===== src/pkg/mfp1_pkg.sv =====
package mfp1_pkg;

    localparam int REG_AW = 8;
    localparam int REG_DW = 8;
    localparam int TMR_W = 17;

    localparam logic [REG_AW-1:0] FLAGS_ADDR = 8'h60;
    localparam logic [REG_AW-1:0] PIN1_CTRL_ADDR = 8'h62;

    localparam logic [REG_DW-1:0] CTRL_RESET = 8'h00;
    localparam logic [REG_DW-1:0] FLAGS_RESET = 8'h00;
    localparam logic [REG_DW-1:0] CTRL_WMASK = 8'hfd;

    localparam int FUNC_LSB = 4;
    localparam int FUNC_W = 4;
    localparam int MUX_SEL_BIT = 3;
    localparam int INT_CONT_BIT = 2;
    localparam int GPI_BIT = 1;
    localparam int GPO_BIT = 0;

    localparam int FLG_SHORT_LSB = 4;
    localparam int FLG_BTN_BIT = 3;
    localparam int FLG_HSD_BIT = 2;
    localparam int FLG_AGCL_BIT = 1;
    localparam int FLG_AGCR_BIT = 0;

    localparam int GRP_SHORT = 0;
    localparam int GRP_AGC = 1;
    localparam int GRP_BTN = 2;
    localparam int GRP_HSD = 3;

    localparam int CLK_MHZ = 20;
    localparam int INT_PULSE_US = 2000;
    localparam int INT_GAP_US = 2000;
    localparam int BTN_DELAY_US = 500;
    localparam int BTN_RES_US = 1000;
    localparam int INT_PULSE_CYC = INT_PULSE_US * CLK_MHZ;
    localparam int INT_GAP_CYC = INT_GAP_US * CLK_MHZ;
    localparam int BTN_DELAY_CYC = BTN_DELAY_US * CLK_MHZ;
    localparam int BTN_RES_CYC = BTN_RES_US * CLK_MHZ;

    typedef enum logic [3:0]
    {
        FN_OFF = 4'h0,
        FN_ADC_WCLK = 4'h1,
        FN_DIV1 = 4'h2,
        FN_DIV2 = 4'h3,
        FN_DIV4 = 4'h4,
        FN_DIV8 = 4'h5,
        FN_SHORT_INT = 4'h6,
        FN_AGC_INT = 4'h7,
        FN_GPI = 4'h8,
        FN_GPO = 4'h9,
        FN_DMIC_CLK = 4'ha,
        FN_BUS_WCLK = 4'hb,
        FN_BTN_INT = 4'hc,
        FN_HSD_INT = 4'hd,
        FN_HSD_BTN_INT = 4'he,
        FN_ANY_INT = 4'hf
    } mfp1_func_t;

    typedef enum logic [1:0]
    {
        P_IDLE = 2'b00,
        P_HIGH = 2'b01,
        P_GAP = 2'b10
    } mfp1_pulse_st_t;

    typedef enum logic [1:0]
    {
        B_IDLE = 2'b00,
        B_WAIT = 2'b01,
        B_ACT = 2'b10,
        B_HOLD = 2'b11
    } mfp1_btn_st_t;

endpackage : mfp1_pkg


===== src/hw/mfp1_pin_ctrl.sv =====
// Functional notes
// - Selector bits 7..4 reset to zero; zero means pin disabled.
// - Selector 0001 puts the ADC word clock on the pin.
// - Selectors 0010..0101 drive clock mux output divided by 1, 2, 4, 8.
// - 0110 drives short-circuit interrupt, 0111 drives AGC noise interrupt.
// - 1000 makes the pin an input, 1001 an output.
// - 1010 drives the digital microphone modulator clock.
// - 1011 makes the pin the bus word clock, input or output.
// - 1100 gives button interrupt, press time plus resolution, after delay.
// - 1101 jack detect, 1110 adds button, 1111 adds short and AGC.
// - Bit 3 picks clock mux source: PLL or clock divider mux.
// - Bit 2 clear gives one high pulse of about 2 ms per interrupt.
// - Bit 2 set repeats pulses until the flags register is read.
// - Read-only bit 1 shows the present pin level.
// - In output mode bit 0 sets the pin level.
// - Sticky flags register holds short, button, headset, AGC sources.
module mfp1_pin_ctrl
#(
    parameter int unsigned PULSE_CYC = mfp1_pkg::INT_PULSE_CYC,
    parameter int unsigned GAP_CYC = mfp1_pkg::INT_GAP_CYC,
    parameter int unsigned BTN_DELAY_CYC = mfp1_pkg::BTN_DELAY_CYC,
    parameter int unsigned BTN_RES_CYC = mfp1_pkg::BTN_RES_CYC
)
(
    input wire logic clock,
    input wire logic rstn,
    input wire logic [mfp1_pkg::REG_AW-1:0] reg_addr,
    input wire logic reg_wr,
    input wire logic [mfp1_pkg::REG_DW-1:0] reg_wdata,
    input wire logic reg_rd,
    output logic [mfp1_pkg::REG_DW-1:0] reg_rdata,
    input wire logic pll_clk,
    input wire logic clkdiv_mux_clk,
    input wire logic adc_wclk,
    input wire logic dmic_mod_clk,
    input wire logic bus_wclk,
    input wire logic bus_wclk_is_out,
    input wire logic [3:0] short_evt,
    input wire logic button_evt,
    input wire logic button_level,
    input wire logic headset_evt,
    input wire logic agc_noise_l_evt,
    input wire logic agc_noise_r_evt,
    input wire logic pin_in,
    output logic pin_out,
    output logic pin_oe_n,
    output logic pin_level
);
    import mfp1_pkg::*;

    localparam logic [TMR_W-1:0] DLY_LAST = TMR_W'(BTN_DELAY_CYC - 1);
    localparam logic [TMR_W-1:0] RES_LAST = TMR_W'(BTN_RES_CYC - 1);

    // Groups of interrupt sources each selector routes to the pulse stage
    function automatic logic [3:0] grp_mask(input mfp1_func_t fn);
        logic [3:0] m;
        m = 4'h0;
        unique case (fn)
            FN_SHORT_INT: m[GRP_SHORT] = 1'b1;
            FN_AGC_INT: m[GRP_AGC] = 1'b1;
            FN_HSD_INT: m[GRP_HSD] = 1'b1;
            FN_HSD_BTN_INT:
            begin
                m[GRP_HSD] = 1'b1;
                m[GRP_BTN] = 1'b1;
            end
            FN_ANY_INT: m = 4'hf;
            default: m = 4'h0;
        endcase
        return m;
    endfunction : grp_mask

    // Synchronisers: pin, PLL clock, divider mux clock
    logic [2:0] sync1_ff;
    logic [2:0] sync2_ff;
    logic [2:0] nxt_sync1;
    logic [2:0] nxt_sync2;

    always_comb
    begin
        nxt_sync1 = {clkdiv_mux_clk, pll_clk, pin_in};
        nxt_sync2 = sync1_ff;
    end

    always_ff @(posedge clock or negedge rstn)
    begin
        if (!rstn)
        begin
            sync1_ff <= 3'h0;
            sync2_ff <= 3'h0;
        end
        else
        begin
            sync1_ff <= nxt_sync1;
            sync2_ff <= nxt_sync2;
        end
    end

    logic pin_sync;
    assign pin_sync = sync2_ff[0];

    // Register file
    logic [REG_DW-1:0] ctrl_ff;
    logic [REG_DW-1:0] nxt_ctrl;
    logic [REG_DW-1:0] flags_ff;
    logic [REG_DW-1:0] nxt_flags;
    logic [REG_DW-1:0] rdata_ff;
    logic [REG_DW-1:0] nxt_rdata;
    logic [REG_DW-1:0] evt_vec;
    logic flags_rd;
    mfp1_func_t func;

    assign func = mfp1_func_t'(ctrl_ff[FUNC_LSB +: FUNC_W]);
    assign flags_rd = reg_rd && (reg_addr == FLAGS_ADDR);

    always_comb
    begin
        evt_vec = 8'h00;
        evt_vec[FLG_SHORT_LSB +: 4] = short_evt;
        evt_vec[FLG_BTN_BIT] = button_evt;
        evt_vec[FLG_HSD_BIT] = headset_evt;
        evt_vec[FLG_AGCL_BIT] = agc_noise_l_evt;
        evt_vec[FLG_AGCR_BIT] = agc_noise_r_evt;
        nxt_ctrl = ctrl_ff;
        if (reg_wr && (reg_addr == PIN1_CTRL_ADDR))
        begin
            nxt_ctrl = reg_wdata & CTRL_WMASK;
        end
        // A new event in the read cycle survives the clear
        nxt_flags = (flags_ff & ~{REG_DW{flags_rd}}) | evt_vec;
        nxt_rdata = rdata_ff;
        if (reg_rd)
        begin
            unique case (reg_addr)
                FLAGS_ADDR: nxt_rdata = flags_ff;
                PIN1_CTRL_ADDR:
                begin
                    nxt_rdata = ctrl_ff;
                    nxt_rdata[GPI_BIT] = pin_sync;
                end
                default: nxt_rdata = 8'h00;
            endcase
        end
    end

    always_ff @(posedge clock or negedge rstn)
    begin
        if (!rstn)
        begin
            ctrl_ff <= CTRL_RESET;
            flags_ff <= FLAGS_RESET;
            rdata_ff <= 8'h00;
        end
        else
        begin
            ctrl_ff <= nxt_ctrl;
            flags_ff <= nxt_flags;
            rdata_ff <= nxt_rdata;
        end
    end

    assign reg_rdata = rdata_ff;

    // Clock mux and divider; source sampled at 20 MHz, so slow clocks only
    logic mux_src;
    logic src_d_ff;
    logic nxt_src_d;
    logic [2:0] div_ff;
    logic [2:0] nxt_div;

    assign mux_src = ctrl_ff[MUX_SEL_BIT] ? sync2_ff[2] : sync2_ff[1];

    always_comb
    begin
        nxt_src_d = mux_src;
        nxt_div = div_ff;
        if (mux_src && !src_d_ff)
        begin
            nxt_div = div_ff + 3'h1;
        end
    end

    always_ff @(posedge clock or negedge rstn)
    begin
        if (!rstn)
        begin
            src_d_ff <= 1'b0;
            div_ff <= 3'h0;
        end
        else
        begin
            src_d_ff <= nxt_src_d;
            div_ff <= nxt_div;
        end
    end

    // Button interrupt: delay after press, stretched past release
    mfp1_btn_st_t btn_st_ff;
    mfp1_btn_st_t nxt_btn_st;
    logic [TMR_W-1:0] btn_cnt_ff;
    logic [TMR_W-1:0] nxt_btn_cnt;
    logic btn_int;

    always_comb
    begin
        nxt_btn_st = btn_st_ff;
        nxt_btn_cnt = btn_cnt_ff + TMR_W'(1);
        unique case (btn_st_ff)
            B_IDLE:
            begin
                nxt_btn_cnt = '0;
                if (button_level)
                begin
                    nxt_btn_st = B_WAIT;
                end
            end
            B_WAIT:
            begin
                if (!button_level)
                begin
                    nxt_btn_cnt = '0;
                    nxt_btn_st = B_IDLE;
                end
                else if (btn_cnt_ff == DLY_LAST)
                begin
                    nxt_btn_cnt = '0;
                    nxt_btn_st = B_ACT;
                end
            end
            B_ACT:
            begin
                nxt_btn_cnt = '0;
                if (!button_level)
                begin
                    nxt_btn_st = B_HOLD;
                end
            end
            B_HOLD:
            begin
                if (button_level)
                begin
                    nxt_btn_cnt = '0;
                    nxt_btn_st = B_ACT;
                end
                else if (btn_cnt_ff == RES_LAST)
                begin
                    nxt_btn_cnt = '0;
                    nxt_btn_st = B_IDLE;
                end
            end
        endcase
    end

    always_ff @(posedge clock or negedge rstn)
    begin
        if (!rstn)
        begin
            btn_st_ff <= B_IDLE;
            btn_cnt_ff <= '0;
        end
        else
        begin
            btn_st_ff <= nxt_btn_st;
            btn_cnt_ff <= nxt_btn_cnt;
        end
    end

    assign btn_int = (btn_st_ff == B_ACT) || (btn_st_ff == B_HOLD);

    // Interrupt pulse stage for the grouped sources
    logic [3:0] grp_evt;
    logic [3:0] grp_pend;
    logic [3:0] sel;
    logic int_trig;
    logic int_pend;
    logic int_pulse;

    always_comb
    begin
        grp_evt[GRP_SHORT] = |short_evt;
        grp_evt[GRP_AGC] = agc_noise_l_evt | agc_noise_r_evt;
        grp_evt[GRP_BTN] = button_evt;
        grp_evt[GRP_HSD] = headset_evt;
        grp_pend[GRP_SHORT] = |flags_ff[FLG_SHORT_LSB +: 4];
        grp_pend[GRP_AGC] = flags_ff[FLG_AGCL_BIT] | flags_ff[FLG_AGCR_BIT];
        grp_pend[GRP_BTN] = flags_ff[FLG_BTN_BIT];
        grp_pend[GRP_HSD] = flags_ff[FLG_HSD_BIT];
        sel = grp_mask(func);
        int_trig = |(grp_evt & sel);
        int_pend = |(grp_pend & sel);
    end

    mfp1_int_pulse #(
        .PULSE_CYC(PULSE_CYC),
        .GAP_CYC(GAP_CYC)
    ) u_int_pulse (
        .clock(clock),
        .rstn(rstn),
        .trig(int_trig),
        .cont_en(ctrl_ff[INT_CONT_BIT]),
        .pending(int_pend),
        .pulse(int_pulse)
    );

    // Pin driver, registered so the pad never sees mux glitches
    logic pin_out_ff;
    logic pin_oe_n_ff;
    logic nxt_pin_out;
    logic nxt_pin_oe_n;

    always_comb
    begin
        nxt_pin_out = 1'b0;
        nxt_pin_oe_n = 1'b0;
        unique case (func)
            FN_OFF: nxt_pin_oe_n = 1'b1;
            FN_ADC_WCLK: nxt_pin_out = adc_wclk;
            FN_DIV1: nxt_pin_out = mux_src;
            FN_DIV2: nxt_pin_out = div_ff[0];
            FN_DIV4: nxt_pin_out = div_ff[1];
            FN_DIV8: nxt_pin_out = div_ff[2];
            FN_SHORT_INT: nxt_pin_out = int_pulse;
            FN_AGC_INT: nxt_pin_out = int_pulse;
            FN_GPI: nxt_pin_oe_n = 1'b1;
            FN_GPO: nxt_pin_out = ctrl_ff[GPO_BIT];
            FN_DMIC_CLK: nxt_pin_out = dmic_mod_clk;
            FN_BUS_WCLK:
            begin
                nxt_pin_out = bus_wclk_is_out & bus_wclk;
                nxt_pin_oe_n = !bus_wclk_is_out;
            end
            FN_BTN_INT: nxt_pin_out = btn_int;
            FN_HSD_INT: nxt_pin_out = int_pulse;
            FN_HSD_BTN_INT: nxt_pin_out = int_pulse;
            FN_ANY_INT: nxt_pin_out = int_pulse;
        endcase
    end

    always_ff @(posedge clock or negedge rstn)
    begin
        if (!rstn)
        begin
            pin_out_ff <= 1'b0;
            pin_oe_n_ff <= 1'b1;
        end
        else
        begin
            pin_out_ff <= nxt_pin_out;
            pin_oe_n_ff <= nxt_pin_oe_n;
        end
    end

    assign pin_out = pin_out_ff;
    assign pin_oe_n = pin_oe_n_ff;
    // Synchronised pad level, e.g. incoming word clock in mode 1011
    assign pin_level = pin_sync;

endmodule : mfp1_pin_ctrl


===== src/hw/mfp1_int_pulse.sv =====
module mfp1_int_pulse
#(
    parameter int unsigned PULSE_CYC = mfp1_pkg::INT_PULSE_CYC,
    parameter int unsigned GAP_CYC = mfp1_pkg::INT_GAP_CYC
)
(
    input wire logic clock,
    input wire logic rstn,
    input wire logic trig,
    input wire logic cont_en,
    input wire logic pending,
    output logic pulse
);
    import mfp1_pkg::*;

    localparam logic [TMR_W-1:0] HIGH_LAST = TMR_W'(PULSE_CYC - 1);
    localparam logic [TMR_W-1:0] GAP_LAST = TMR_W'(GAP_CYC - 1);

    mfp1_pulse_st_t st_ff;
    mfp1_pulse_st_t nxt_st;
    logic [TMR_W-1:0] cnt_ff;
    logic [TMR_W-1:0] nxt_cnt;

    always_comb
    begin
        nxt_st = st_ff;
        nxt_cnt = cnt_ff + TMR_W'(1);
        unique case (st_ff)
            P_IDLE:
            begin
                nxt_cnt = '0;
                // Repeat mode restarts while flags stay unread
                if (trig || (cont_en && pending))
                begin
                    nxt_st = P_HIGH;
                end
            end
            P_HIGH:
            begin
                // Events during a pulse merge into it
                if (cnt_ff == HIGH_LAST)
                begin
                    nxt_cnt = '0;
                    nxt_st = cont_en ? P_GAP : P_IDLE;
                end
            end
            P_GAP:
            begin
                if (cnt_ff == GAP_LAST)
                begin
                    nxt_cnt = '0;
                    nxt_st = P_IDLE;
                end
            end
            default:
            begin
                nxt_cnt = '0;
                nxt_st = P_IDLE;
            end
        endcase
    end

    always_ff @(posedge clock or negedge rstn)
    begin
        if (!rstn)
        begin
            st_ff <= P_IDLE;
            cnt_ff <= '0;
        end
        else
        begin
            st_ff <= nxt_st;
            cnt_ff <= nxt_cnt;
        end
    end

    assign pulse = (st_ff == P_HIGH);

endmodule : mfp1_int_pulse


===== config.mk =====
export PLATFORM = sky130hd
export DESIGN_NAME = mfp1_pin_ctrl
export DESIGN_NICKNAME = d
export VERILOG_FILES = /design/src/pkg/mfp1_pkg.sv /design/src/hw/mfp1_pin_ctrl.sv /design/src/hw/mfp1_int_pulse.sv
export SDC_FILE = /design/constraint.sdc
export NUM_CORES = 1
export LEC_CHECK = 0
export ABC_CLOCK_PERIOD_IN_PS = 3000
export BUFFER_PORTS_ARGS = -buffer_cell sky130_fd_sc_hd__buf_2
export CAP_MARGIN = 20
export CORE_ASPECT_RATIO = 0.6
export CORE_MARGIN = 2
export CORE_UTILIZATION = 62
export CTS_BUF_LIST = sky130_fd_sc_hd__clkbuf_16
export DETAILED_ROUTE_END_ITERATION = 6
export PLACE_DENSITY = 0.91
export SYNTH_ARGS = -nofsm -noshare
export SYNTH_HDL_FRONTEND = slang
export SYNTH_HIERARCHICAL = 1
export SYNTH_SLANG_ARGS = --single-unit

===== constraint.sdc =====
create_clock -name clock -period 3 [get_ports clock]
set_clock_uncertainty 0.15 [all_clocks]
set_input_delay 0.3 -clock clock [delete_from_list [all_inputs] [get_ports clock]]
set_output_delay 0.3 -clock clock [all_outputs]
set_load 0.01 [all_outputs]

Yosys cells after proc, flatten, opt, wreduce, memory -nomap -nowiden
Cells that the tools add are included.
{"block": "op_classes", "add_sub_neg": 3, "eq_ne": 32, "muxes": 27, "bitwise_logic": 8, "reduce_logical": 25}
{"op": "two-way mux 17 bit", "count": 6}
{"op": "case mux 17 bit (3 select lines)", "count": 1}
{"op": "adder 17 x 1 -> 17 bit, second input constant", "count": 2}
{"op": "== test 4 bit, second input constant", "count": 8}
{"op": "two-way mux 2 bit", "count": 10}
{"op": "== test 17 x 14 -> 1 bit, second input constant", "count": 1}
{"op": "== test 17 x 15 -> 1 bit, second input constant", "count": 1}
{"op": "== test 17 x 16 -> 1 bit, second input constant", "count": 1}
{"op": "== test 4 x 3 -> 1 bit, second input constant", "count": 4}
{"op": "== test 8 x 7 -> 1 bit, second input constant", "count": 2}
{"op": "case mux 8 bit (2 select lines)", "count": 1}
{"op": "OR reduction 4 bit", "count": 4}
{"op": "OR reduction 2 bit", "count": 6}
{"op": "case mux 1 bit (10 select lines)", "count": 1}
{"op": "bitwise AND 4 bit", "count": 2}
{"op": "bitwise AND 8 bit", "count": 1}
{"op": "== test 4 x 2 -> 1 bit, second input constant", "count": 2}
{"op": "NOT 8 bit", "count": 1}
{"op": "bitwise OR 8 bit", "count": 1}
{"op": "case mux 2 bit (4 select lines)", "count": 1}
{"op": "== test 2 bit, second input constant", "count": 3}
{"op": "inequality test 2 x 1 -> 1 bit, second input constant", "count": 3}
{"op": "inequality test 3 bit, second input constant", "count": 2}
{"op": "case mux 2 bit (3 select lines)", "count": 1}
{"op": "other kinds (17)", "count": 30}
{"block": "totals", "reg_bits": 73, "input_bits": 36, "output_inout_bits": 11}

Logic depth before layout (Yosys ltp)
Gate-level depths: netlist of the first run.
{"block": "depth", "word_depth": 9, "ltp_mapped": 9, "mapped_depth_nobuf": 8}

Hierarchy
The synthesis of the first run kept the hierarchy.
{"mod": "mfp1_pin_ctrl", "n_inst": 1, "cells_each": 226, "area_per_inst_um2": 2552.4}
{"mod": "mfp1_int_pulse", "n_inst": 1, "cells_each": 91, "area_per_inst_um2": 984.7}

Worst setup path before layout of the first run
OpenSTA, ideal clock, no wires.
{"block": "synth_timing", "path_type": "in2reg", "from": "input reg_addr[3] (netlist bit)", "to": "register ctrl_ff[4]", "setup_ps": 125, "arrival_time_ps": 1625, "t_required_ps": 2725, "setup_slack_ps": 1100, "path_stages": 4, "n_path_buf": 0, "path_cell_list": "or4b_4 nor4b_4 nand3_4 mux2_4"}
{"block": "synth_via", "elab_chain_cells": 2}
{"item": "start: declaration", "line": "mfp1_pin_ctrl.sv:27", "text": "input wire logic [mfp1_pkg::REG_AW-1:0] reg_addr,"}
{"item": "== test 8 x 7 -> 1 bit", "line": "mfp1_pin_ctrl.sv:125", "text": "if (reg_wr && (reg_addr == PIN1_CTRL_ADDR))"}
{"item": "logical AND 1 bit", "line": "mfp1_pin_ctrl.sv:125"}
{"item": "end signal: assignment", "line": "mfp1_pin_ctrl.sv:156", "text": "ctrl_ff <= nxt_ctrl;"}
{"item": "end: declaration", "line": "mfp1_pin_ctrl.sv:103", "text": "logic [REG_DW-1:0] ctrl_ff;"}
Every way passes these cells.
A chain may end at the register's enable or synchronous reset.

Worst setup path after layout of the first run
{"block": "layout_timing", "from": "register btn_cnt_ff[7]", "to": "register btn_cnt_ff[1]"}
{"block": "layout_via", "elab_chain_cells": 4, "word_cells_on_any_way": 7}
{"item": "start: declaration", "line": "mfp1_pin_ctrl.sv:200", "text": "logic [TMR_W-1:0] btn_cnt_ff;"}
{"item": "start signal: assignment", "line": "mfp1_pin_ctrl.sv:264", "text": "btn_cnt_ff <= nxt_btn_cnt;"}
{"item": "== test 17 x 15 -> 1 bit / == test 17 x 14 -> 1 bit (equally long branches)", "line": "mfp1_pin_ctrl.sv:245, mfp1_pin_ctrl.sv:224"}
{"item": "two-way mux 17 bit, on equally long branches", "line": "mfp1_pin_ctrl.sv:245, mfp1_pin_ctrl.sv:224"}
{"item": "two-way mux 17 bit, on equally long branches", "line": "mfp1_pin_ctrl.sv:240, mfp1_pin_ctrl.sv:219"}
{"item": "case mux 17 bit (3 select lines) *", "line": "mfp1_pin_ctrl.sv:208", "text": "unique case (btn_st_ff)"}
{"item": "via nxt_btn_cnt[1]", "line": "mfp1_pin_ctrl.sv:201", "text": "logic [TMR_W-1:0] nxt_btn_cnt;"}
The timed path passes the listed nets; every way through them passes the cells marked *.

==> metrics.txt, run 1 <==
run status finished, final reports clean; H-tree Lvls 3; reg2reg start btn_cnt_ff[7]$_DFF_PN0_; Port Buffers between 40 and 50; Synth cell types 57; TritonRoute pass-1 iters 4; GP Congestion 0.881; post-synthesis sequential area ratio 51.7%; area post-placement 3830 µm²; Nets 410; Hold Startpoint short_evt[1]; switching part of the total 22.0%; Seq cells post-synth between 70 and 80; DRT Wirelength 7750 µm; final worst path period share 74.8%; pin count of the biggest net entering global routing 42; DRT iter0 DRCs ~240; Hold Crit Class in -> reg; Die Y-Extent 62.5 µm; Worst Path Max Fanout 17; setup TNS 0 ps; num rows 21; Gate power share 6.6%; Bufs on Longest Clock Path 2; CTS buffer count 9; max-cap violation count 0; Reg2Reg Depth 4; fin area 4150 µm²; area of the multi-input gates 1620 µm²; syn avg cell area about 11 µm²; grt ovf 0; CTS Root Buffer Type clkbuf_16; number of remaining DRC errors 0; Clk pin slew, worst setup/hold paths 50 ps; Setup Buffers After CTS 0; Worst Setup SP btn_cnt_ff[7]$_DFF_PN0_; Internal Power approximately 1.7 mW; VDD IR max 0.484 mV; Final ANT Viol Nets 0; cts repair resizes 0; GRT Util Overall 27.1%; I/O pin count 47; slack of the critical path 755 ps; Tmin final ~2200 ps; Starting Density 63.8%; unrepaired setup endpoints after global routing no; Worst Path Arrival 2250 ps; die area 6340 µm²; WHS Path Cells 2; first-pass GRT wire length 13300 µm; syn nets 359; initial antenna violation count 0; clock group share of total power 45.4%; setup violators final 0; startpoint types register; clk_lat worst skew 330 ps; Fmax 445 MHz; FF/Latch Area 1830 µm²; Layout fillers 370; CP peak stage delay 660 ps; Setup crit end kind register; Synth warnings 6; Slew Limit Fails 0; Leak 1.87 nW; CTS Sinks 73; DP Wirelength between 5000 and 6000 µm; pwr dens approximately 530 nW/µm²; Async S/R FF share, synth 100%; r2r setup slk 750 ps; Gate Count Post-Synth 317; Critical Path RT 3000 ps; pre-CTS WS 762 ps; Bufs and invs on worst path 0; CP top delay family compound AO/OA/AOI/OAI gates; critical path's slowest cell o2111ai_2; critical path class reg -> reg; area grow syn2layout 17.3%; final hold violation count 0; Core Box Area 5540 µm²; ys flop type dfrtp_1; via count around 2700; Slew @ Worst Pin 898 ps; fraction of layout cells with a size suffix above 1 24.9%; Vias per Instance 5.91; Max-slew headroom 40.1%; worst path cell trace nor4_1, nand3_1, o2111ai_2, a21boi_0; chip width 102 µm; stages on the worst setup path 4; CTS tree yes; Cell Area, Synth approximately 3500 µm²; Psw 485 µW; Diodes inserted 0; number of global-route vias before repair 2828; Seq pwr share between 40% and 50%; Post-synth EDFFs 0; WL/cell 17.1 µm
-- what timing repair did --
action | in CTS | in global routing
endpoints found under the setup margin | 0 | 0
hold endpoints to repair | 42 | 0
hold buffers | 4 | 0
-- cell usage after synthesis, types with 7 or more instances --
master / count / area [µm²]
mux2_2: 7 / 78.8
and3_1: 10 / 62.6
xnor2_1: 13 / 114
inv_1: 8 / 30.0
nor2b_1: 8 / 50.1
a21o_1: 9 / 67.6
xor2_1: 17 / 149
a21oi_1: 22 / 110
nand3_1: 20 / 100
nor2_1: 19 / 71.3
a221o_2: 8 / 90.1
dfrtp_1: 72 / 1800
nand4_1: 7 / 43.8
o21ai_0: 7 / 35.0
nand2_1: 15 / 56.3
-- power groups by stage --
stage	combinational (mW)	clock (mW)	sequential [mW]
2_1_floorplan	0.0730	0	1.06
3_3_place_gp	0.130	0	1.07
3_5_place_dp	0.139	0	1.07
4_1_cts	0.147	1.01	1.06
5_1_grt	0.161	1.06	1.06
6_report	0.145	1.00	1.06
-- cells in the final DEF, fill, tap and decap left out, types with 2 or more instances in the layout --
| master | synthesis | final |
|---|---|---|
| or4_1 | 2 | 2 |
| clkinv_2 | 0 | 2 |
| o21ai_0 | 7 | 7 |
| buf_2 | 1 | 45 |
| clkinv_1 | 0 | 2 |
| or3_1 | 2 | 2 |
| clkbuf_16 | 0 | 9 |
| nand4_1 | 7 | 7 |
| and4_1 | 3 | 3 |
| nor3_1 | 2 | 2 |
| nor2b_1 | 8 | 8 |
| dlygate4sd3_1 | 0 | 4 |
| xor2_1 | 17 | 17 |
| a22oi_1 | 3 | 3 |
| nand2_1 | 15 | 15 |
| a21o_1 | 9 | 9 |
| a221o_2 | 8 | 8 |
| dfrtp_1 | 72 | 72 |
| ha_1 | 6 | 6 |
| a21boi_0 | 5 | 5 |
| or2_2 | 3 | 3 |
| mux2_2 | 7 | 7 |
| nor2_2 | 2 | 2 |
| nor2_1 | 19 | 19 |
| mux2i_1 | 4 | 4 |
| xnor2_1 | 13 | 13 |
| nor4_1 | 5 | 5 |
| nand3_1 | 20 | 20 |
| inv_1 | 8 | 10 |
| a21oi_1 | 22 | 22 |
| nor4b_1 | 2 | 2 |
| and3_1 | 10 | 10 |
-- kinds of logic (layout without fill, tap and decap cells) --
family	count (synthesis)	in the layout	synth area share [%]
and+or+nand+nor	114	114	20.0
DFF	73	73	51.7
AOI/OAI and AO/OA	63	63	12.5
xor gates and xnor gates	30	30	7.43
buffers and inverters	19	75	2.58
muxes	12	12	3.78
adders and majority gates	6	6	2.12
-- flip-flops by register name, indices dropped and copies added, names as in the netlist, named ones only --
name,cells
pin_oe_n,1
u_int_pulse/cnt_ff,17
sync2_ff,3
nxt_sync2,3
pin_out,1
div_ff,3
reg_rdata,8
flags_ff,8
btn_cnt_ff,17
u_int_pulse/st_ff,2
src_d_ff,1
ctrl_ff,7
btn_st_ff,1
-- final cells by class --
class	count	area share, %
clock buffer	9	5.43
timing repair buffer	51	7.06
clock inverter	7	1.33
tap	80	2.41
multi-input combinational	225	39.0
sequential	73	44.1
inverter	8	0.724
-- layer usage --
metal / track usage [%] / vias to the layer above / share of wire, %
met5: 0 / - / 0
li1: - / 1259 / -
met4: 10.8 / 0 / 1.6
met2: 39.6 / 85 / 47
met3: 6.49 / 16 / 5.1
met1: 39.0 / 1319 / 46
-- path summary, 6_finish.rpt --
check                                            to
max                         btn_cnt_ff[1]$_DFF_PN0_
max in group asynchronous     flags_ff[1]$_DFF_PN0_
max reg2reg                 btn_cnt_ff[1]$_DFF_PN0_
min in group asynchronous  reg_rdata[2]$_DFFE_PN0P_
min                           flags_ff[5]$_DFF_PN0_
min reg2reg                   sync2_ff[0]$_DFF_PN0_
-- per-stage QoR --
stage / power (mW) / utilization, % / std cells / hold slack (ps)
2_1_floorplan: 1.13 / - / 317 / -146
3_3_place_gp: 1.20 / 69.1 / 433 / 183
3_5_place_dp: 1.21 / 69.1 / 433 / 185
4_1_cts: 2.22 / 74.8 / 453 / 10.5
5_1_grt: 2.29 / 74.8 / 453 / 20.5
6_report: 2.21 / 74.8 / 453 / 16.4
-- worst reg2reg max path: stages (launching register included) --
cell and delay (ps):
dfrtp_1 460, nor4_1 400, nand3_1 170, o2111ai_2 660, a21boi_0 220
Note: power is estimated with default switching activity, not from simulation.
==> run 2: changes to the inputs <==
--- a/config.mk
+++ b/config.mk
@@ -5,15 +5,15 @@
 export SDC_FILE = /design/constraint.sdc
 export NUM_CORES = 1
 export LEC_CHECK = 0
-export ABC_CLOCK_PERIOD_IN_PS = 3000
+export ABC_CLOCK_PERIOD_IN_PS = 1900
 export BUFFER_PORTS_ARGS = -buffer_cell sky130_fd_sc_hd__buf_2
 export CAP_MARGIN = 20
 export CORE_ASPECT_RATIO = 0.6
 export CORE_MARGIN = 2
-export CORE_UTILIZATION = 62
+export CORE_UTILIZATION = 52
 export CTS_BUF_LIST = sky130_fd_sc_hd__clkbuf_16
 export DETAILED_ROUTE_END_ITERATION = 6
-export PLACE_DENSITY = 0.91
+export PLACE_DENSITY = 0.82
 export SYNTH_ARGS = -nofsm -noshare
 export SYNTH_HDL_FRONTEND = slang
 export SYNTH_HIERARCHICAL = 1
==> constraint.sdc (replaced) <==
create_clock -name clock -period 1.9 [get_ports clock]
set_clock_uncertainty 0.15 [all_clocks]
set_input_delay 0.19 -clock clock [delete_from_list [all_inputs] [get_ports clock]]
set_output_delay 0.19 -clock clock [all_outputs]
set_load 0.01 [all_outputs]
==> run 2 against run 1 <==
Net effect:
- sequential share of layout area down 3.9 points
- clock power is 60% higher
- critical path depth is 5 higher
- first-iteration DRC count decreased by 4.1%
- setup slack lost 720 ps
- total power grew 61%
- routed wire length is 9.0% higher
- largest power group unchanged
==> metrics.txt, run 2 (synthesis gave the netlist of run 1 again) <==
run status finished, final reports clean (unchanged); Final Util 68.8% (was 74.8%); number of global-route vias before repair 2735 (was 2828); final hold violation count 0 (unchanged); startpoint types register (unchanged); chip width 110 µm (was 102 µm); CP peak stage delay 360 ps (was 660 ps); GRT Util Overall 24.1% (was 27.1%); Die Y-Extent 67.9 µm (was 62.5 µm); Worst Path Arrival 1920 ps (was 2250 ps); Fmax 537 MHz (was 445 MHz); TritonRoute pass-1 iters 6 (was 4); Final ANT Viol Nets 0 (unchanged); pwr dens 780 nW/µm² (was 532 nW/µm²); most frequent cells in the layout dfrtp_1 (71), buf_2 (45), dlygate4sd3_1 (20) (was dfrtp_1 (72), buf_2 (45), a21oi_1 (22)); CTS Root Buffer Type clkbuf_16 (unchanged); setup violators final 0 (unchanged); I/O pin count 47 (unchanged); WL met1 3680 µm (was 3600 µm); highest routed layer met4 (unchanged); Hold Crit Class in -> reg (unchanged); final worst path period share 98.1% (was 74.8%); Max-slew headroom 64.2% (was 40.1%); max-cap violation count 0 (unchanged); Cell Count, Final, Fillers Out 495 (was 453); Vias per Instance 5.76 (was 5.91); Worst Path Max Fanout 12 (was 17); critical path's slowest cell dfrtp_1 (was o2111ai_2); Critical Path RT 1960 ps (was 3000 ps); num rows 23 (was 21); most frequent CP cell a21oi_2; VDD IR max 0.683 mV (was 0.484 mV); commonest non-fill, non-tap cell in the layout dfrtp_1 (unchanged); Layout fillers 470 (was 370); stages on the worst setup path 9 (was 4); Reg2Reg Depth 9 (was 4); WL/cell 17.1 µm (about the same); DR WL met3 625 µm (was 396 µm); via count 2849 (was 2679); Setup crit end kind register (unchanged); Port Buffers 45 (unchanged); Starting Density 53.4% (was 63.8%); post-placement cell count 456 (was 433); DP Wirelength 5630 µm (was 5430 µm); DRT iter0 DRCs 234 (was 244); Diodes inserted 0 (unchanged); CTS buffer count 9 (unchanged); Clk pin slew, worst setup/hold paths 60 ps (was 50 ps); GP Congestion 0.836 (was 0.881); Bufs and invs on worst path 2 (was 0); Tmin final 1860 ps (was 2250 ps); pin count of the biggest net entering global routing 23 (was 42); DRT Wirelength 8450 µm (was 7750 µm); grt ovf 0 (unchanged); number of remaining DRC errors 0 (unchanged); die area 7500 µm² (was 6340 µm²); Bufs on Longest Clock Path 2 (unchanged); WHS Path Cells 3 (was 2); clk_lat worst skew 340 ps (was 330 ps); Nets 445 (was 410); Leak 2.04 nW (was 1.87 nW); CTS Sinks 73 (unchanged); initial antenna violation count 0 (unchanged); H-tree Lvls 3 (unchanged); worst path cell trace buf_6, nand2_1, a21oi_2, o21ai_1, a21boi_1, a21oi_2, buf_4, a22oi_1, o22ai_1 (was nor4_1, nand3_1, o2111ai_2, a21boi_0); first-pass GRT wire length 13700 µm (was 13300 µm); met2 routed WL 4010 µm (was 3630 µm); Core Box Area 6620 µm² (was 5540 µm²); critical path class reg -> reg (unchanged); Slew Limit Fails 0 (unchanged); Largest regs btn_cnt_ff: 17 flops, u_int_pulse/cnt_ff: 17 flops (unchanged); CTS tree yes (unchanged); area grow syn2layout 28.8% (was 17.3%); CP top delay family compound AO/OA/AOI/OAI gates (unchanged); fraction of layout cells with a size suffix above 1 29.7% (was 24.9%); Slew @ Worst Pin 537 ps (was 898 ps)
-- run 2: cell count changes in the layout (fill, tap and decap cells not counted), moves of 2 or more --
cell and delta:
or2_4 +2, a21oi_1 -3, a21boi_1 +3, dlygate4sd3_1 +16, o21ai_1 +2, o21ai_0 -3
buf_4 +15, a21boi_0 -3, buf_6 +3, nor4_1 -2, or2_2 -2, a21oi_2 +3
-- run 2: worst reg2reg max path: cells and delay by family, from the launching register on --
family | cells | cell delay (ps)
AND/OR/NAND/NOR | 1 | 120
AO/OA/AOI/OAI | 6 | 790
flip-flops | 1 | 360
buffers and inverters | 2 | 300
-- run 2: repair_timing --
item                                    CTS  global route
buffers inserted                          0             3
hold buffers                             20             0
endpoints found under the setup margin    1            21
pin swaps                                 0             7
endpoints found under the hold margin    36             0
resized for setup                         1            23
-- run 2: power by group --
part | switching [mW] | internal [mW] | leakage, nW
sequential | 0.0497 | 1.62 | 0.926
combinational | 0.139 | 0.152 | 0.974
clock | 0.608 | 0.989 | 0.144
-- run 2: final timing paths --
path | startpoint | end | slack, ps
worst min register to register | nxt_sync2[0]$_DFF_PN0_ | sync2_ff[0]$_DFF_PN0_ | 200
min in group asynchronous | rstn | reg_rdata[3]$_DFFE_PN0P_ | 210
worst min-delay path | button_level | btn_st_ff[0]$_DFFE_PN0P_ | 20
worst max register to register | ctrl_ff[7]$_DFFE_PN0P_ | u_int_pulse/st_ff[1]$_DFFE_PN0P_ | 40
worst max-delay path | ctrl_ff[7]$_DFFE_PN0P_ | u_int_pulse/st_ff[1]$_DFFE_PN0P_ | 40
max in group asynchronous | rstn | pin_oe_n$_DFF_PN1_ | 730
-- run 2: area by class of cell --
class | instances | area [µm²] | area share, %
repair buffers | 86 | 619 | 13.6
clock inverters | 7 | 53.8 | 1.18
multi-input cells | 225 | 1690 | 37.1
inverters | 8 | 30.0 | 0.659
flip-flops and latches | 73 | 1830 | 40.2
clock buffers | 9 | 225 | 4.95
well taps | 87 | 109 | 2.39
-- run 2: metal layers --
| metal | vias up | track usage (%) |
|---|---|---|
| met4 | 0 | 7.03 |
| met1 | 1401 | 31.0 |
| met2 | 108 | 40.3 |
| met3 | 17 | 7.97 |
| li1 | 1323 | - |
| met5 | - | 0 |
-- run 2: per-stage QoR --
| step | worst slack [ps] | TNS [ps] | instance area [µm²] | hold slack (ps) | power (mW) |
|---|---|---|---|---|---|
| final | 36.9 | 0 | 4550 | 22.3 | 3.55 |
| after global routing | -92.5 | -164 | 4550 | 44.9 | 3.67 |
| after CTS | 5.68 | 0 | 4460 | 17.0 | 3.55 |
| after detailed placement | -99.5 | -1400 | 3970 | 49.1 | 1.92 |
| after global placement | -56.0 | -327 | 3970 | 45.4 | 1.91 |
| after floorplan | 30.9 | 0 | 3540 | -256 | 1.79 |
==> run 3: changes to the inputs <==
--- a/config.mk
+++ b/config.mk
@@ -5,15 +5,16 @@
 export SDC_FILE = /design/constraint.sdc
 export NUM_CORES = 1
 export LEC_CHECK = 0
+export ABC_AREA = 1
 export ABC_CLOCK_PERIOD_IN_PS = 1900
 export BUFFER_PORTS_ARGS = -buffer_cell sky130_fd_sc_hd__buf_2
 export CAP_MARGIN = 20
 export CORE_ASPECT_RATIO = 0.6
 export CORE_MARGIN = 2
-export CORE_UTILIZATION = 52
+export CORE_UTILIZATION = 53
 export CTS_BUF_LIST = sky130_fd_sc_hd__clkbuf_16
 export DETAILED_ROUTE_END_ITERATION = 6
-export PLACE_DENSITY = 0.82
+export PLACE_DENSITY = 0.83
 export SYNTH_ARGS = -nofsm -noshare
 export SYNTH_HDL_FRONTEND = slang
 export SYNTH_HIERARCHICAL = 1
==> run 3 against run 2 <==
Net effect:
- routed wire length rose by 14%
- via count up 23%
- core utilization fell by 2.4 points
- first-iteration DRC count grew 50%
- critical path depth rose by 2
- die area up 7.1%
- critical path type is now in -> reg
- critical endpoint is now u_int_pulse/st_ff[0]$_DFFE_PN0P_
- largest cell class is now multi-input gates
==> metrics.txt, run 3 <==
num rows 24 (was 23); commonest non-fill, non-tap cell in the layout nand2_1 (was dfrtp_1); Tmin final 1840 ps (was 1860 ps); final hold violation count 0 (unchanged); die area 8030 µm² (was 7500 µm²); area post-placement 4220 µm² (was 3970 µm²); Core Box Area 7180 µm² (was 6620 µm²); Bufs on Longest Clock Path 2 (unchanged); Slew Limit Fails 0 (unchanged); share of the synthesized area in the top cell type 46.5% (was 50.9%); clk_lat worst skew 340 ps (about the same); critical path class in -> reg (was reg -> reg); DRT iter0 DRCs 351 (was 234); number of global-route vias before repair 3352 (was 2735); Setup crit end kind register (unchanged); most frequent cells in the layout nand2_1 (98), nor2_1 (77), dfrtp_1 (70) (was dfrtp_1 (71), buf_2 (45), dlygate4sd3_1 (20)); Diodes inserted 0 (unchanged); Critical Path RT 2030 ps (was 1960 ps); post-synthesis sequential area ratio 47.2% (was 51.7%); Synth warnings 6 (unchanged); Cell Area, Synth 3870 µm² (was 3540 µm²); TritonRoute pass-1 iters 5 (was 6); Setup Buffers After CTS 0 (unchanged); CTS Sinks 73 (unchanged); I/O pin count 47 (unchanged); post-synth top area cell dfrtp_1 (unchanged); run status finished, final reports clean (unchanged); Gate Count Post-Synth 466 (was 317); Hold Crit Class in -> reg (unchanged); number of remaining DRC errors 0 (unchanged); Synth cell types 40 (was 57); Seq cells post-synth 73 (unchanged); DRT Wirelength 9620 µm (was 8450 µm); ys flop type dfrtp_1 (unchanged); area grow syn2layout 23.0% (was 28.8%); via count 3512 (was 2849); chip width 114 µm (was 110 µm); VDD IR max 0.754 mV (was 0.683 mV); DP Wirelength 6460 µm (was 5630 µm); setup violators final 0 (unchanged); most frequent cells after synthesis nand2_1 (100), nor2_1 (78), dfrtp_1 (72) (was dfrtp_1 (72), a21oi_1 (22), nand3_1 (20)); WL/cell 15.0 µm (was 17.1 µm); Post-synth EDFFs 0 (unchanged); initial antenna violation count 0 (unchanged); most frequent cell after synthesis nand2_1 (was dfrtp_1); Worst Path Arrival 1970 ps (was 1920 ps); syn avg cell area 8.32 µm² (was 11.2 µm²); pin count of the biggest net entering global routing 74 (was 23); grt ovf 0 (unchanged); CTS Root Buffer Type clkbuf_16 (unchanged); Largest regs btn_cnt_ff: 17 flops, u_int_pulse/cnt_ff: 17 flops (unchanged); Slew @ Worst Pin 538 ps (was 537 ps); Vias per Instance 5.49 (was 5.76); H-tree Lvls 3 (unchanged); Leak 2.26 nW (was 2.04 nW); post-placement cell count 602 (was 456); Clk pin slew, worst setup/hold paths 60 ps (about the same); Port Buffers 45 (unchanged); hold_ws 78.8 ps (was 22.3 ps); Nets 586 (was 445); Cell Count, Final, Fillers Out 640 (was 495); final worst path period share 97.0% (was 98.1%); Die Y-Extent 70.2 µm (was 67.9 µm); Final Util 66.4% (was 68.8%); GP Congestion 0.979 (was 0.836); Async S/R FF share, synth 100% (unchanged); Worst Path Max Fanout 3 (was 12); fin area 4770 µm² (was 4550 µm²); first-pass GRT wire length 15900 µm (was 13700 µm); max-cap violation count 0 (unchanged); startpoint types primary input (was register); fraction of layout cells with a size suffix above 1 21.5% (was 29.7%); pwr dens 925 nW/µm² (was 780 nW/µm²); Synth area leaders dfrtp_1 (46%), nand2_1 (9.7%), nor2_1 (7.6%) (was dfrtp_1 (51%), xor2_1 (4.2%), xnor2_1 (3.2%)); syn nets 508 (was 359); GRT Util Overall 25.9% (was 24.1%); CTS tree yes (unchanged); Starting Density 54.0% (was 53.4%); Fmax 543 MHz (was 537 MHz); Final ANT Viol Nets 0 (unchanged); CTS buffer count 9 (unchanged); Max-slew headroom 63.9% (was 64.2%)
[run 3: changes by cell type in the layout (fill, tap and decap cells not counted), moves of 7 or more]
cell,change
nand2_1,+83
xnor2_1,-9
nor2b_1,-8
inv_2,+7
nor2_1,+58
inv_1,+38
buf_4,-14
nand3_1,+17
nand2_2,+12
a221o_2,-8
o211ai_1,+8
and3_1,-10
a21oi_1,-13
[run 3: where the power goes]
group          internal, mW  leakage, nW  switching [mW]
registers              1.70        0.902           0.129
logic                 0.337         1.22           0.597
clock network          1.00        0.140           0.642
[run 3: metal layers]
| layer | vias to the layer above | GRT usage, % | wire [µm] |
|---|---|---|---|
| met5 | - | 0 | 0 |
| li1 | 1663 | - | - |
| met2 | 165 | 39.3 | 4340 |
| met1 | 1664 | 35.9 | 4320 |
| met4 | 0 | 7.18 | 152 |
| met3 | 20 | 8.16 | 810 |
[run 3: timing repair]
item / in CTS / in global routing
endpoints found under the hold margin: 93 / 0
hold buffers: 22 / 0
setup endpoints to repair: 9 / 13
pin swaps: 0 / 1
gates resized for setup: 1 / 13
[run 3: logic make-up (layout without fill, tap and decap cells)]
family	Yosys count	count (layout)	synth area share [%]
muxes	1	1	0.291
and+or+nand+nor	264	264	32.8
buffers and inverters	59	142	6.20
DFF	73	73	47.2
AOI/OAI and AO/OA	48	48	8.23
xor gates and xnor gates	15	15	3.39
adders and majority gates	6	6	1.94
[run 3: critical path, stage by stage]
cell and delay [ps]:
dlygate4sd3_1 550, buf_2 140, o21ai_0 210, o21ai_1 140, a21oi_1 160, nand2_1 110, a21oi_2 140, nand2_1 110
nand2_2 90, nand2_1 60, nand2_1 60
[run 3: layout make-up]
cell class                 instances  area [µm²]
multi-input combinational        334        1840
fill                             574        2410
timing repair buffer              70         480
tap                               91         114
clock buffer                       9         225
sequential                        73        1830
inverter                          56         213
clock inverter                     7        61.3
[run 3: worst paths after layout]
path	from	endpoint	slack, ps	cells after the start
max in group asynchronous	rstn	u_int_pulse/cnt_ff[5]$_DFF_PN0_	1020	3
worst min register to register	nxt_sync2[0]$_DFF_PN0_	sync2_ff[0]$_DFF_PN0_	210	0
worst max register to register	ctrl_ff[5]$_DFFE_PN0P_	u_int_pulse/st_ff[0]$_DFFE_PN0P_	60	11
min in group asynchronous	rstn	btn_cnt_ff[15]$_DFF_PN0_	240	3
worst min-delay path	reg_addr[0]	reg_rdata[5]$_DFFE_PN0P_	80	4
worst max-delay path	agc_noise_l_evt	u_int_pulse/st_ff[0]$_DFFE_PN0P_	60	11
[run 3: metrics by stage]
stage          setup WS, ps  TNS [ps]  power (mW)
3_5_place_dp          -7.81     -11.4        2.70
4_1_cts                82.1         0        4.39
3_3_place_gp            142         0        2.64
5_1_grt               -26.1     -36.9        4.64
2_1_floorplan           354         0        2.42
6_report               57.2         0        4.41
